**config.mk**
```make
export PLATFORM = sky130hd
export DESIGN_NAME = icx_ctrl
export DESIGN_NICKNAME = d
export VERILOG_FILES = /design/src/design/icx_pkg.sv /design/src/design/icx_filter.sv /design/src/design/icx_ctrl.sv
export SDC_FILE = /design/constraint.sdc
export NUM_CORES = 1
export LEC_CHECK = 0
export BUFFER_PORTS_ARGS = -buffer_cell sky130_fd_sc_hd__buf_2
export CAP_MARGIN = 15
export CORE_UTILIZATION = 55
export DETAILED_ROUTE_END_ITERATION = 12
export MAX_ROUTING_LAYER = met4
export PLACE_DENSITY = 0.74
export SLEW_MARGIN = 20
export SYNTH_ARGS = -nofsm -noshare
export SYNTH_HDL_FRONTEND = slang
export SYNTH_HIERARCHICAL = 1
export SYNTH_SLANG_ARGS = --single-unit
```
**constraint.sdc**
```tcl
create_clock -name ref_clk_i -period 28.9 [get_ports ref_clk_i]
set_input_delay 2.89 -clock ref_clk_i [delete_from_list [all_inputs] [get_ports ref_clk_i]]
set_output_delay 2.89 -clock ref_clk_i [all_outputs]
set_load 0.01 [all_outputs]
```
**src/design/icx_pkg.sv**
```systemverilog
// Summary of operation
// eight external pin request inputs, own paths
// per pin: low, falling, rising, both edges
// optional noise filter on pins and nmi
// peripheral detection type fixed in hardware
// software trigger write raises one request
// programmable priority, highest pending request wins
// only one source on the fast path
// route bit picks cpu or transfer controller
// nmi pin edge selectable, falling or rising
// nmi from osc stop, watchdog, two monitors
// two event link vectors from event input
// sleep modes wake on nmi or enabled request
// standby wakes on nmi, pins, rtc only
// edge requests latch until taken, levels follow
package icx_pkg;

	// ==========================================================
	// sizes and source numbering
	localparam int NSRC    = 16;
	localparam int NEXT    = 8;
	localparam int NPER    = 5;
	localparam int NNMI    = 5;
	localparam int IDW     = 4;
	localparam int PRW     = 4;
	localparam int NEV     = 4;

	localparam logic [3:0] SRC_SW      = 4'h8;
	localparam logic [3:0] SRC_ELA     = 4'h9;
	localparam logic [3:0] SRC_ELB     = 4'hA;
	localparam logic [3:0] SRC_RTC_ALM = 4'hB;
	localparam logic [3:0] SRC_RTC_PRD = 4'hC;
	localparam int         SRC_PER0    = 11;

	// peripheral inputs 0..4 map to sources 11..15; set bits are level type
	localparam logic [4:0] PER_LEVEL = 5'h18;

	// ==========================================================
	// register offsets (byte addresses)
	localparam logic [7:0] OFF_DETECT  = 8'h00;
	localparam logic [7:0] OFF_FILTER  = 8'h04;
	localparam logic [7:0] OFF_SWTRIG  = 8'h08;
	localparam logic [7:0] OFF_XFER    = 8'h0C;
	localparam logic [7:0] OFF_PRIO_LO = 8'h10;
	localparam logic [7:0] OFF_PRIO_HI = 8'h14;
	localparam logic [7:0] OFF_FAST    = 8'h18;
	localparam logic [7:0] OFF_IEN     = 8'h1C;
	localparam logic [7:0] OFF_PEND    = 8'h20;
	localparam logic [7:0] OFF_NMI     = 8'h24;
	localparam logic [7:0] OFF_EVSTAT  = 8'h28;
	localparam logic [7:0] OFF_EVMASK  = 8'h2C;

	// field positions
	localparam int FLT_NMI_EN  = 8;
	localparam int FLT_NMI_EDG = 9;
	localparam int FAST_EN     = 4;
	localparam int EV_WAKE     = 0;
	localparam int EV_XFER     = 1;
	localparam int EV_FAST     = 2;
	localparam int EV_NMI      = 3;

	// reset values
	localparam logic [15:0] RST_DETECT = 16'h0000;
	localparam logic [9:0]  RST_FILTER = 10'h000;
	localparam logic [15:0] RST_XFER   = 16'h0000;
	localparam logic [31:0] RST_PRIO   = 32'h0000_0000;
	localparam logic [4:0]  RST_FAST   = 5'h00;
	localparam logic [15:0] RST_IEN    = 16'h0000;
	localparam logic        PIN_IDLE   = 1'b1;

	// ==========================================================
	// timing: filter sample period and derived clock count
	localparam int CLK_PERIOD_NS   = 10;
	localparam int FILT_SAMPLE_NS  = 80;
	localparam int FILT_DIV        = (FILT_SAMPLE_NS + CLK_PERIOD_NS - 1)
	                                 / CLK_PERIOD_NS;
	localparam int FILT_SAMPLES    = 3;

	// ==========================================================
	// modes
	typedef enum logic [1:0] {
		DET_LOW  = 2'h0,
		DET_FALL = 2'h1,
		DET_RISE = 2'h2,
		DET_BOTH = 2'h3
	} icx_det_e;

	typedef enum logic [1:0] {
		PM_RUN   = 2'h0,
		PM_SLEEP = 2'h1,
		PM_DEEP  = 2'h3,
		PM_STBY  = 2'h2
	} icx_pmode_e;

endpackage

```
**src/design/icx_filter.sv**
```systemverilog
`timescale 1ns/1ns
module icx_filter (
	input  wire logic ref_clk_i,
	input  wire logic rst_b_i,
	input  wire logic tick_i,
	input  wire logic filt_en_i,
	input  wire logic pin_i,
	output logic      level_o
);
	import icx_pkg::*;

	// ==========================================================
	// sample history
	logic [FILT_SAMPLES-1:0] hist;
	wire                     all_hi = &hist;
	wire                     all_lo = ~|hist;

	always_ff @(posedge ref_clk_i) begin
		if (!rst_b_i) begin
			hist <= {FILT_SAMPLES{PIN_IDLE}};
		end else if (tick_i) begin
			hist <= {hist[FILT_SAMPLES-2:0], pin_i};
		end
	end

	// ==========================================================
	// output level: a glitch shorter than all samples never passes
	always_ff @(posedge ref_clk_i) begin
		if (!rst_b_i) begin
			level_o <= PIN_IDLE;
		end else if (!filt_en_i) begin
			level_o <= pin_i;
		end else if (all_hi) begin
			level_o <= 1'b1;
		end else if (all_lo) begin
			level_o <= 1'b0;
		end
	end

endmodule // icx_filter

```
**src/design/icx_ctrl.sv**
```systemverilog
// The placing of the registers and the APB register port were decided locally.
`timescale 1ns/1ns
module icx_ctrl (
	input  wire logic                        ref_clk_i,
	input  wire logic                        rst_b_i,
	// apb slave
	input  wire logic [7:0]                  paddr_i,
	input  wire logic                        psel_i,
	input  wire logic                        penable_i,
	input  wire logic                        pwrite_i,
	input  wire logic [31:0]                 pwdata_i,
	output logic [31:0]                      prdata_o,
	output logic                             pready_o,
	output logic                             pslverr_o,
	// request sources
	input  wire logic [icx_pkg::NEXT-1:0]    ext_pin_irq_i,
	input  wire logic                        nmi_pin_i,
	input  wire logic [icx_pkg::NPER-1:0]    periph_req_i,
	input  wire logic                        event_link_vector_a_i,
	input  wire logic                        event_link_vector_b_i,
	input  wire logic                        osc_stop_i,
	input  wire logic                        independent_watchdog_i,
	input  wire logic                        voltage_monitor_one_i,
	input  wire logic                        voltage_monitor_two_i,
	input  wire icx_pkg::icx_pmode_e         power_mode_i,
	// cpu and transfer controller
	input  wire logic                        cpu_ack_i,
	input  wire logic                        fast_ack_i,
	input  wire logic                        xfer_ack_i,
	output logic                             cpu_irq_o,
	output logic [icx_pkg::IDW-1:0]          cpu_irq_id_o,
	output logic [icx_pkg::PRW-1:0]          cpu_irq_lvl_o,
	output logic                             fast_irq_o,
	output logic                             xfer_req_o,
	output logic [icx_pkg::IDW-1:0]          xfer_id_o,
	output logic                             nmi_o,
	output logic [icx_pkg::NNMI-1:0]         nmi_src_o,
	output logic                             wake_o,
	output logic                             irq_o
);
	import icx_pkg::*;

	// ==========================================================
	// registers
	logic [15:0]     det_cfg;
	logic [9:0]      filt_cfg;
	logic [NSRC-1:0] transfer_request_enable;
	logic [31:0]     prio_lo;
	logic [31:0]     prio_hi;
	logic [4:0]      fast_cfg;
	logic [NSRC-1:0] ien;
	logic [NNMI-1:0] nmi_stat;
	logic [NEV-1:0]  ev_stat;
	logic [NEV-1:0]  ev_mask;

	// ==========================================================
	// apb decode: zero wait states, unmapped offsets answer pslverr
	wire acc     = psel_i & penable_i;
	wire wr      = acc & pwrite_i;
	wire setup   = psel_i & ~penable_i;
	wire hit_det = paddr_i == OFF_DETECT;
	wire hit_flt = paddr_i == OFF_FILTER;
	wire hit_sw  = paddr_i == OFF_SWTRIG;
	wire hit_xfr = paddr_i == OFF_XFER;
	wire hit_plo = paddr_i == OFF_PRIO_LO;
	wire hit_phi = paddr_i == OFF_PRIO_HI;
	wire hit_fst = paddr_i == OFF_FAST;
	wire hit_ien = paddr_i == OFF_IEN;
	wire hit_pnd = paddr_i == OFF_PEND;
	wire hit_nmi = paddr_i == OFF_NMI;
	wire hit_evs = paddr_i == OFF_EVSTAT;
	wire hit_evm = paddr_i == OFF_EVMASK;
	wire mapped  = hit_det | hit_flt | hit_sw | hit_xfr | hit_plo
	             | hit_phi | hit_fst | hit_ien | hit_pnd | hit_nmi
	             | hit_evs | hit_evm;

	assign pready_o  = 1'b1;
	assign pslverr_o = acc & ~mapped;

	wire sw_set = wr & hit_sw & pwdata_i[0];

	logic [NSRC-1:0] pend;

	wire [31:0] rd_mux =
		hit_det ? {16'h0000, det_cfg} :
		hit_flt ? {22'h00_0000, filt_cfg} :
		hit_xfr ? {16'h0000, transfer_request_enable} :
		hit_plo ? prio_lo :
		hit_phi ? prio_hi :
		hit_fst ? {27'h000_0000, fast_cfg} :
		hit_ien ? {16'h0000, ien} :
		hit_pnd ? {16'h0000, pend} :
		hit_nmi ? {27'h000_0000, nmi_stat} :
		hit_evs ? {28'h000_0000, ev_stat} :
		hit_evm ? {28'h000_0000, ev_mask} : 32'h0000_0000;

	// read data is captured in the setup cycle so it stands from a flop
	always_ff @(posedge ref_clk_i) begin
		if (!rst_b_i) begin
			prdata_o <= 32'h0000_0000;
		end else if (setup) begin
			prdata_o <= rd_mux;
		end
	end

	always_ff @(posedge ref_clk_i) begin
		if (!rst_b_i) begin
			det_cfg                 <= RST_DETECT;
			filt_cfg                <= RST_FILTER;
			transfer_request_enable <= RST_XFER;
			prio_lo                 <= RST_PRIO;
			prio_hi                 <= RST_PRIO;
			fast_cfg                <= RST_FAST;
			ien                     <= RST_IEN;
			ev_mask                 <= '0;
		end else if (wr) begin
			if (hit_det) det_cfg <= pwdata_i[15:0];
			if (hit_flt) filt_cfg <= pwdata_i[9:0];
			if (hit_xfr) transfer_request_enable <= pwdata_i[15:0];
			if (hit_plo) prio_lo <= pwdata_i;
			if (hit_phi) prio_hi <= pwdata_i;
			if (hit_fst) fast_cfg <= pwdata_i[4:0];
			if (hit_ien) ien <= pwdata_i[15:0];
			if (hit_evm) ev_mask <= pwdata_i[NEV-1:0];
		end
	end

	// ==========================================================
	// filter sample clock: one-cycle enable from a divider
	logic [7:0] div_cnt;
	wire        filt_tick = div_cnt == 8'(FILT_DIV - 1);

	always_ff @(posedge ref_clk_i) begin
		if (!rst_b_i) begin
			div_cnt <= 8'h00;
		end else begin
			div_cnt <= filt_tick ? 8'h00 : div_cnt + 8'h01;
		end
	end

	// ==========================================================
	// pin filters: eight external pins plus the nmi pin
	logic [NEXT:0] pin_raw;
	logic [NEXT:0] pin_flt;
	logic [NEXT:0] pin_prev;
	logic [NEXT:0] flt_en;

	assign pin_raw = {nmi_pin_i, ext_pin_irq_i};
	assign flt_en  = {filt_cfg[FLT_NMI_EN], filt_cfg[NEXT-1:0]};

	genvar p;
	generate
		for (p = 0; p <= NEXT; p++) begin : g_pin
			icx_filter u_flt (
				.ref_clk_i (ref_clk_i),
				.rst_b_i   (rst_b_i),
				.tick_i    (filt_tick),
				.filt_en_i (flt_en[p]),
				.pin_i     (pin_raw[p]),
				.level_o   (pin_flt[p])
			);
		end
	endgenerate

	always_ff @(posedge ref_clk_i) begin
		if (!rst_b_i) begin
			pin_prev <= {(NEXT+1){PIN_IDLE}};
		end else begin
			pin_prev <= pin_flt;
		end
	end

	wire [NEXT:0] pin_rise = pin_flt & ~pin_prev;
	wire [NEXT:0] pin_fall = ~pin_flt & pin_prev;

	// ==========================================================
	// event inputs and non-maskable sources, edge detected
	logic [1:0]      el_prev;
	logic [NNMI-2:0] nm_prev;
	wire  [1:0]      el_in = {event_link_vector_b_i, event_link_vector_a_i};
	wire  [NNMI-2:0] nm_in = {voltage_monitor_two_i, voltage_monitor_one_i,
	                          independent_watchdog_i, osc_stop_i};
	wire  [1:0]      el_hit = el_in & ~el_prev;
	wire             nmi_pin_hit = filt_cfg[FLT_NMI_EDG] ? pin_rise[NEXT]
	                                                     : pin_fall[NEXT];
	wire  [NNMI-1:0] nmi_set = {nm_in & ~nm_prev, nmi_pin_hit};
	wire  [NNMI-1:0] nmi_clr = (wr & hit_nmi) ? pwdata_i[NNMI-1:0]
	                                          : '0;

	always_ff @(posedge ref_clk_i) begin
		if (!rst_b_i) begin
			el_prev  <= 2'h0;
			nm_prev  <= '0;
			nmi_stat <= '0;
		end else begin
			el_prev  <= el_in;
			nm_prev  <= nm_in;
			nmi_stat <= (nmi_stat & ~nmi_clr) | nmi_set;
		end
	end

	// non-maskable: no enable or mask can hold these back
	assign nmi_o     = |nmi_stat;
	assign nmi_src_o = nmi_stat;

	// ==========================================================
	// per-source request shaping and pending state
	logic [NSRC-1:0] is_level;
	logic [NSRC-1:0] lvl_req;
	logic [NSRC-1:0] edge_hit;
	logic [NSRC-1:0] latch;
	logic [NSRC-1:0] taken;
	logic [NPER-1:0] per_prev;

	wire [2*NSRC*2-1:0] prio_all = {prio_hi, prio_lo};
	wire [IDW-1:0]      fast_id  = fast_cfg[IDW-1:0];
	wire                fast_en  = fast_cfg[FAST_EN];

	genvar s;
	generate
		for (s = 0; s < NSRC; s++) begin : g_src
			if (s < NEXT) begin : g_ext
				wire [1:0] md = det_cfg[2*s+1:2*s];
				assign is_level[s] = md == DET_LOW;
				assign lvl_req[s]  = ~pin_flt[s];
				assign edge_hit[s] = (md == DET_FALL) ? pin_fall[s] :
				                     (md == DET_RISE) ? pin_rise[s] :
				                     (md == DET_BOTH) ? (pin_rise[s] |
				                                         pin_fall[s])
				                                      : 1'b0;
			end else if (s == SRC_SW) begin : g_sw
				assign is_level[s] = 1'b0;
				assign lvl_req[s]  = 1'b0;
				assign edge_hit[s] = sw_set;
			end else if (s < SRC_PER0) begin : g_el
				assign is_level[s] = 1'b0;
				assign lvl_req[s]  = 1'b0;
				assign edge_hit[s] = el_hit[s - SRC_ELA];
			end else begin : g_per
				// detection type wired per source, software cannot change it
				assign is_level[s] = PER_LEVEL[s - SRC_PER0];
				assign lvl_req[s]  = periph_req_i[s - SRC_PER0];
				assign edge_hit[s] = periph_req_i[s - SRC_PER0] &
				                     ~per_prev[s - SRC_PER0];
			end

			assign taken[s] = (cpu_ack_i & cpu_irq_o &
			                   cpu_irq_id_o == IDW'(s))
			                | (fast_ack_i & fast_irq_o & fast_id == IDW'(s))
			                | (xfer_ack_i & xfer_req_o &
			                   xfer_id_o == IDW'(s));

			// a new edge in the cycle of acceptance is kept
			always_ff @(posedge ref_clk_i) begin
				if (!rst_b_i) begin
					latch[s] <= 1'b0;
				end else begin
					latch[s] <= edge_hit[s] | (latch[s] & ~taken[s]);
				end
			end

			assign pend[s] = is_level[s] ? lvl_req[s] : latch[s];
		end
	endgenerate

	always_ff @(posedge ref_clk_i) begin
		if (!rst_b_i) begin
			per_prev <= '0;
		end else begin
			per_prev <= periph_req_i;
		end
	end

	// ==========================================================
	// arbitration: level 0 disables, ties go to the lower number
	wire [NSRC-1:0] on_fast  = fast_en ? (NSRC'(1) << fast_id) : '0;
	wire [NSRC-1:0] cand_cpu = pend & ien & ~transfer_request_enable
	                         & ~on_fast;
	wire [NSRC-1:0] cand_xfr = pend & ien & transfer_request_enable;

	logic           cpu_found;
	logic [IDW-1:0] cpu_best;
	logic [PRW-1:0] cpu_blvl;
	logic           xfr_found;
	logic [IDW-1:0] xfr_best;
	logic [PRW-1:0] xfr_blvl;

	always_comb begin
		cpu_found = 1'b0;
		cpu_best  = '0;
		cpu_blvl  = '0;
		xfr_found = 1'b0;
		xfr_best  = '0;
		xfr_blvl  = '0;
		for (int i = 0; i < NSRC; i++) begin
			if (cand_cpu[i] && prio_all[PRW*i +: PRW] > cpu_blvl) begin
				cpu_found = 1'b1;
				cpu_best  = IDW'(i);
				cpu_blvl  = prio_all[PRW*i +: PRW];
			end
			if (cand_xfr[i] && prio_all[PRW*i +: PRW] > xfr_blvl) begin
				xfr_found = 1'b1;
				xfr_best  = IDW'(i);
				xfr_blvl  = prio_all[PRW*i +: PRW];
			end
		end
	end

	// an accepting cycle drops the request so no stale id repeats
	wire fast_pend = fast_en & pend[fast_id] & ien[fast_id]
	               & ~transfer_request_enable[fast_id];

	always_ff @(posedge ref_clk_i) begin
		if (!rst_b_i) begin
			cpu_irq_o     <= 1'b0;
			cpu_irq_id_o  <= '0;
			cpu_irq_lvl_o <= '0;
			fast_irq_o    <= 1'b0;
			xfer_req_o    <= 1'b0;
			xfer_id_o     <= '0;
		end else begin
			cpu_irq_o     <= cpu_found & ~(cpu_ack_i & cpu_irq_o);
			cpu_irq_id_o  <= cpu_best;
			cpu_irq_lvl_o <= cpu_blvl;
			fast_irq_o    <= fast_pend & ~(fast_ack_i & fast_irq_o);
			xfer_req_o    <= xfr_found & ~(xfer_ack_i & xfer_req_o);
			xfer_id_o     <= xfr_best;
		end
	end

	// ==========================================================
	// wake-up out of low-power modes
	wire any_en   = |(pend & ien);
	wire stby_src = |(pend[NEXT-1:0] & ien[NEXT-1:0])
	              | (pend[SRC_RTC_ALM] & ien[SRC_RTC_ALM])
	              | (pend[SRC_RTC_PRD] & ien[SRC_RTC_PRD]);
	wire sleepy   = power_mode_i == PM_SLEEP || power_mode_i == PM_DEEP;
	wire next_wake = (sleepy & (nmi_o | any_en))
	               | (power_mode_i == PM_STBY & (nmi_o | stby_src));

	always_ff @(posedge ref_clk_i) begin
		if (!rst_b_i) begin
			wake_o <= 1'b0;
		end else begin
			wake_o <= next_wake;
		end
	end

	// ==========================================================
	// block events: sticky, write one to clear, set wins
	wire [NEV-1:0] ev_set = {|nmi_set, fast_ack_i & fast_irq_o,
	                         xfer_ack_i & xfer_req_o, next_wake & ~wake_o};
	wire [NEV-1:0] ev_clr = (wr & hit_evs) ? pwdata_i[NEV-1:0] : '0;

	always_ff @(posedge ref_clk_i) begin
		if (!rst_b_i) begin
			ev_stat <= '0;
		end else begin
			ev_stat <= (ev_stat & ~ev_clr) | ev_set;
		end
	end

	assign irq_o = |(ev_stat & ev_mask);

endmodule // icx_ctrl

```
==> impl_summary.txt <==
----------------------------------------------------
[Final layout]
  Net count, final ... 2,499
  Layout overhead on the synthesized area ... 11.62%
  Cell Count, Final, Fillers Out ... 2,718
  Count of fill cells added during filler insertion ... 2,708
  Final standard cell area without fillers ... 18,940 µm²
  Layout cell share with drive strength beyond 1 ... 0.1336

[Logic synthesis]
  Net count of the mapped netlist ... 2,423
  Syn Std Cell Area ... 16,970 µm²
  Proportion of synthesized flip-flops having asynchronous set or reset ... 0
  Total number of yosys warnings ... 6
  Dominant synthesized flop cell ... sky130_fd_sc_hd__dfxtp_1
  Mean cell area of the mapped netlist ... 7.614 µm²
  Number of synthesized register bits ... 264
  Instance count of the mapped netlist ... about 2,200
  Part of the Yosys area used for sequential elements ... 0.3114
  Distinct cell type count of the synthesized netlist ... 95
  Count of flip-flops with a built-in enable after synthesis ... 0

[CTS]
  Largest buffer count on any clock path ... 3
  Cts bufs inserted ... 29
  H-tree Lvls ... 1
  Cell at the root of the clock tree ... sky130_fd_sc_hd__clkbuf_16
  Reg clk slew, reported paths ... about 0.060 ns
  CTS tree ... done
  Clock insertion delay at the later pin of the skew report ... around 0.56 ns
  CTS sink count ... roughly 260

[Setup path]
  R2R Setup Slk ... between 2 and 2.5 ns
  CP dominant cell by count ... sky130_fd_sc_hd__ha_1
  Max FO, Critical Path ... 13
  R2R Path Start ... det_cfg[0]
  Depth of the worst register-to-register path ... 125
  WP buf/inv ... 12
  Required time of the worst setup path ... approximately 30 ns
  Arrival time of data at the critical path endpoint ... 27.25 ns
  Highest cell delay on the worst timing path ... 0.60 ns
  CP Capture Point ... cpu_irq_id_o[2]
  Crit path launch type ... register
  Top cell family by delay on the critical path ... compound AO/OA/AOI/OAI gates
  Standard cell with the maximum stage delay on the critical path ... sky130_fd_sc_hd__or4b_4
  Setup CP Type ... register to register
  Instance count on the critical path ... 125
  Critical Path Sink Type ... register
  Crit. Startpoint ... det_cfg[0]
  Worst reg2reg path endpoint ... cpu_irq_id_o[2]

[Detailed routing]
  Post-route DRC violation count ... 0
  Number of optimization iterations in the first detailed-route pass ... 7
  Ratio of routed vias to standard cells ... 6.384
  Starting DRC count in detailed routing ... 1,820
  Total detailed-routing wirelength ... 59,140 µm
  Routed WL per cell ... 21.76 µm
  Vias post-DR ... 17,350
  Detail Route Antenna Nets ... 0

[Placement]
  I/O Buffers ... between 100 and 150
  Instance area at placement ... 17,840 µm²
  Worst slack, placed ... 0.6614 ns
  Half-perimeter wire length after detailed placement ... 44,580 µm
  Routability Congestion ... approximately 0.97
  Post-placement cell count ... around 2,700

[Outcome]
  Result of the run ... complete, no violations

[Die]
  Ports placed on the boundary ... 127
  Starting utilization of the core area ... 0.5651
  # rows ... 63
  Die Ht ... 177.7 µm
  Die boundary width ... 177.7 µm
  Area inside the core boundary ... 30,030 µm²
  Die ar. ... about 32,000 µm²

[Timing]
  Final clock skew ... approximately 0.013 ns
  Max-Slew Margin vs Limit ... 0.2959
  Final count of negative-setup-slack endpoints ... 0
  Achievable frequency ... approximately 37 MHz
  Final Hold Vio Count ... 0
  Share of the clock period used by the worst path ... 0.9292
  Post-route minimum period ... 26.86 ns
  Final-layout setup total negative slack ... 0 ns
  Slew @ Worst Pin ... 1.056 ns
  Unrepaired setup endpoints after global routing ... no
  Setup WS post-layout ... 2.045 ns
  Final-report max-slew violation count ... 0

[Power and ir drop]
  Max VDD drop ... 0.05027 mV
  Pwr dens ... 41.80 nW/µm²
  Pleak ... between 0.007 and 0.008 µW

[Min path]
  Launch point of the worst hold path ... el_prev[0]
  Path category of the worst min-delay check ... register to register

[GRT]
  Initial antenna violation count ... 0
  Grt total ovfl ... 0
  Vias in the first global route ... 15,970
  Maximum number of pins on one net before global-route repair ... roughly 110
  All-layer global routing usage ... 0.3796
  First-pass GRT wire length ... between 90,000 and 100,000 µm

[Run]
  Max capacitance violation total ... 0

----------------------------------------------------
## per-stage QoR
step                      utilization  total power, µW  hold slack [ns]
after global placement         0.5941            413.8           0.4037
after detailed placement       0.5941            414.6           0.4102
after global routing           0.6307            809.4           0.4484
after floorplan                     -            396.8           0.3988
final                          0.6308            791.7           0.4235
after CTS                      0.6271            790.1           0.4207
## flip-flops by register name, indices dropped and copies added (netlist names), 8 cells and up
signal / cells
det_cfg: 16
div_cnt: 8
filt_cfg: 10
g_pin.u_flt/hist: 27
g_pin.u_flt/level_o: 9
ien: 16
latch: 14
pin_prev: 9
prdata_o: 32
prio_hi: 32
prio_lo: 32
transfer_request_enable: 16
## where the power goes
| group | switching (µW) | leakage, µW | internal (µW) |
|---|---|---|---|
| Sequential | 4.74 | 0.00214 | 368 |
| Combinational | 24.3 | 0.00466 | 10.5 |
| Clock | 157 | 0.000487 | 227 |
| Total | 186 | 0.00728 | 606 |
## worst min-delay path by stage
| stage | endpoint | slack, ns | cells past startpoint |
|---|---|---|---|
| 4_1_cts | latch[9] | 0.42 | 1 |
| 2_1_floorplan | latch[12] | 0.40 | 1 |
| 5_1_grt | latch[13] | 0.45 | 1 |
| 6_report | latch[9] | 0.42 | 1 |
| 3_3_place_gp | latch[9] | 0.40 | 1 |
| 3_5_place_dp | latch[13] | 0.41 | 1 |
## cells in the final DEF, fill, tap and decap left out, types with 20 or more instances in the layout
cell type | netlist | routed
sky130_fd_sc_hd__nand2_1 | 426 | 426
sky130_fd_sc_hd__dfxtp_1 | 264 | 262
sky130_fd_sc_hd__a21oi_1 | 258 | 256
sky130_fd_sc_hd__nor2_1 | 167 | 161
sky130_fd_sc_hd__buf_2 | 1 | 125
sky130_fd_sc_hd__ha_1 | 124 | 124
sky130_fd_sc_hd__inv_1 | 124 | 123
sky130_fd_sc_hd__nand3_1 | 75 | 75
sky130_fd_sc_hd__o21ai_0 | 73 | 72
sky130_fd_sc_hd__mux2i_1 | 66 | 66
sky130_fd_sc_hd__a22oi_1 | 39 | 39
sky130_fd_sc_hd__o21a_1 | 39 | 39
sky130_fd_sc_hd__mux2_2 | 37 | 37
sky130_fd_sc_hd__nor2b_1 | 32 | 32
sky130_fd_sc_hd__nand2b_1 | 30 | 29
sky130_fd_sc_hd__clkbuf_16 | 0 | 29
sky130_fd_sc_hd__nand4_1 | 28 | 28
sky130_fd_sc_hd__buf_4 | 1 | 22
sky130_fd_sc_hd__and2_1 | 21 | 21
sky130_fd_sc_hd__nor3_1 | 22 | 20
## synth_stat cells, types with 7 or more instances
cell	n	area share
sky130_fd_sc_hd__nand2_1	426	0.094
sky130_fd_sc_hd__dfxtp_1	264	0.31
sky130_fd_sc_hd__a21oi_1	258	0.076
sky130_fd_sc_hd__nor2_1	167	0.037
sky130_fd_sc_hd__ha_1	124	0.091
sky130_fd_sc_hd__inv_1	124	0.027
sky130_fd_sc_hd__clkbuf_1	90	0.020
sky130_fd_sc_hd__nand3_1	75	0.022
sky130_fd_sc_hd__o21ai_0	73	0.022
sky130_fd_sc_hd__mux2i_1	66	0.039
sky130_fd_sc_hd__a22oi_1	39	0.017
sky130_fd_sc_hd__o21a_1	39	0.017
sky130_fd_sc_hd__mux2_2	37	0.025
sky130_fd_sc_hd__nor2b_1	32	0.012
sky130_fd_sc_hd__nand2b_1	30	0.011
sky130_fd_sc_hd__nand4_1	28	0.010
sky130_fd_sc_hd__nor3_1	22	0.0065
sky130_fd_sc_hd__and2_1	21	0.0077
sky130_fd_sc_hd__a31oi_1	18	0.0066
sky130_fd_sc_hd__a21o_1	15	0.0066
sky130_fd_sc_hd__a221oi_1	15	0.0077
sky130_fd_sc_hd__a41oi_1	12	0.0062
sky130_fd_sc_hd__and3_1	12	0.0044
sky130_fd_sc_hd__o211ai_2	11	0.0081
sky130_fd_sc_hd__a21o_2	10	0.0052
sky130_fd_sc_hd__o211ai_1	10	0.0044
sky130_fd_sc_hd__o21ai_1	10	0.0029
sky130_fd_sc_hd__or2_2	10	0.0037
sky130_fd_sc_hd__or3_1	10	0.0037
sky130_fd_sc_hd__a311oi_1	9	0.0046
sky130_fd_sc_hd__nand3b_1	8	0.0035
sky130_fd_sc_hd__nor4_1	8	0.0029
sky130_fd_sc_hd__a211oi_1	7	0.0031
sky130_fd_sc_hd__buf_1	7	0.0015
sky130_fd_sc_hd__o2111ai_1	7	0.0036
sky130_fd_sc_hd__o221ai_1	7	0.0036
sky130_fd_sc_hd__o22ai_1	7	0.0026
sky130_fd_sc_hd__xor2_1	7	0.0036
## kinds of logic after synthesis
group / synth area share
and+or+nand+nor: 0.2341
AOI/OAI and AO/OA: 0.2373
DFF: 0.3114
buffers and inverters: 0.05124
adders and majority gates: 0.09201
muxes: 0.06701
xor gates and xnor gates: 0.006709
other: 0.0002210
## what timing repair did
action / in CTS / in global routing
hold buffers: 0 / 0
setup buffers: 0 / 5
endpoints found under the setup margin: 0 / 9
resized for setup: 0 / 17
## area by class of cell
cell class | instances | area, µm² | share of cell area
Antenna cell | 1 | 2.502 | 0.0001321
Clock buffer | 43 | 878.3 | 0.04637
Clock inverter | 10 | 112.6 | 0.005945
Inverter | 124 | 470.5 | 0.02483
Multi-Input combinational cell | 1739 | 10910 | 0.5761
Sequential cell | 264 | 5288 | 0.2791
Tap cell | 390 | 488.0 | 0.02576
Timing Repair Buffer | 147 | 790.8 | 0.04174
## worst reg2reg max path: cells and delay by family, from the launching register on
kind,cells,cell delay [ns]
multiplexers,8,2.59
AO/OA/AOI/OAI,53,11.26
buffers and inverters,12,1.01
AND/OR/NAND/NOR,36,6.67
adder cells (fa/ha/maj),16,4.74
flip-flops,1,0.38
## per-layer routing
layer  GRT usage  share of wire  up-vias
met2      0.5757           0.44      898
met3     0.05591          0.097      135
met4      0.1229          0.033        0
li1            -              -     8079
met1      0.5159           0.43     8241
met5           -              0        -
Note: power is estimated with default switching activity, not from simulation.
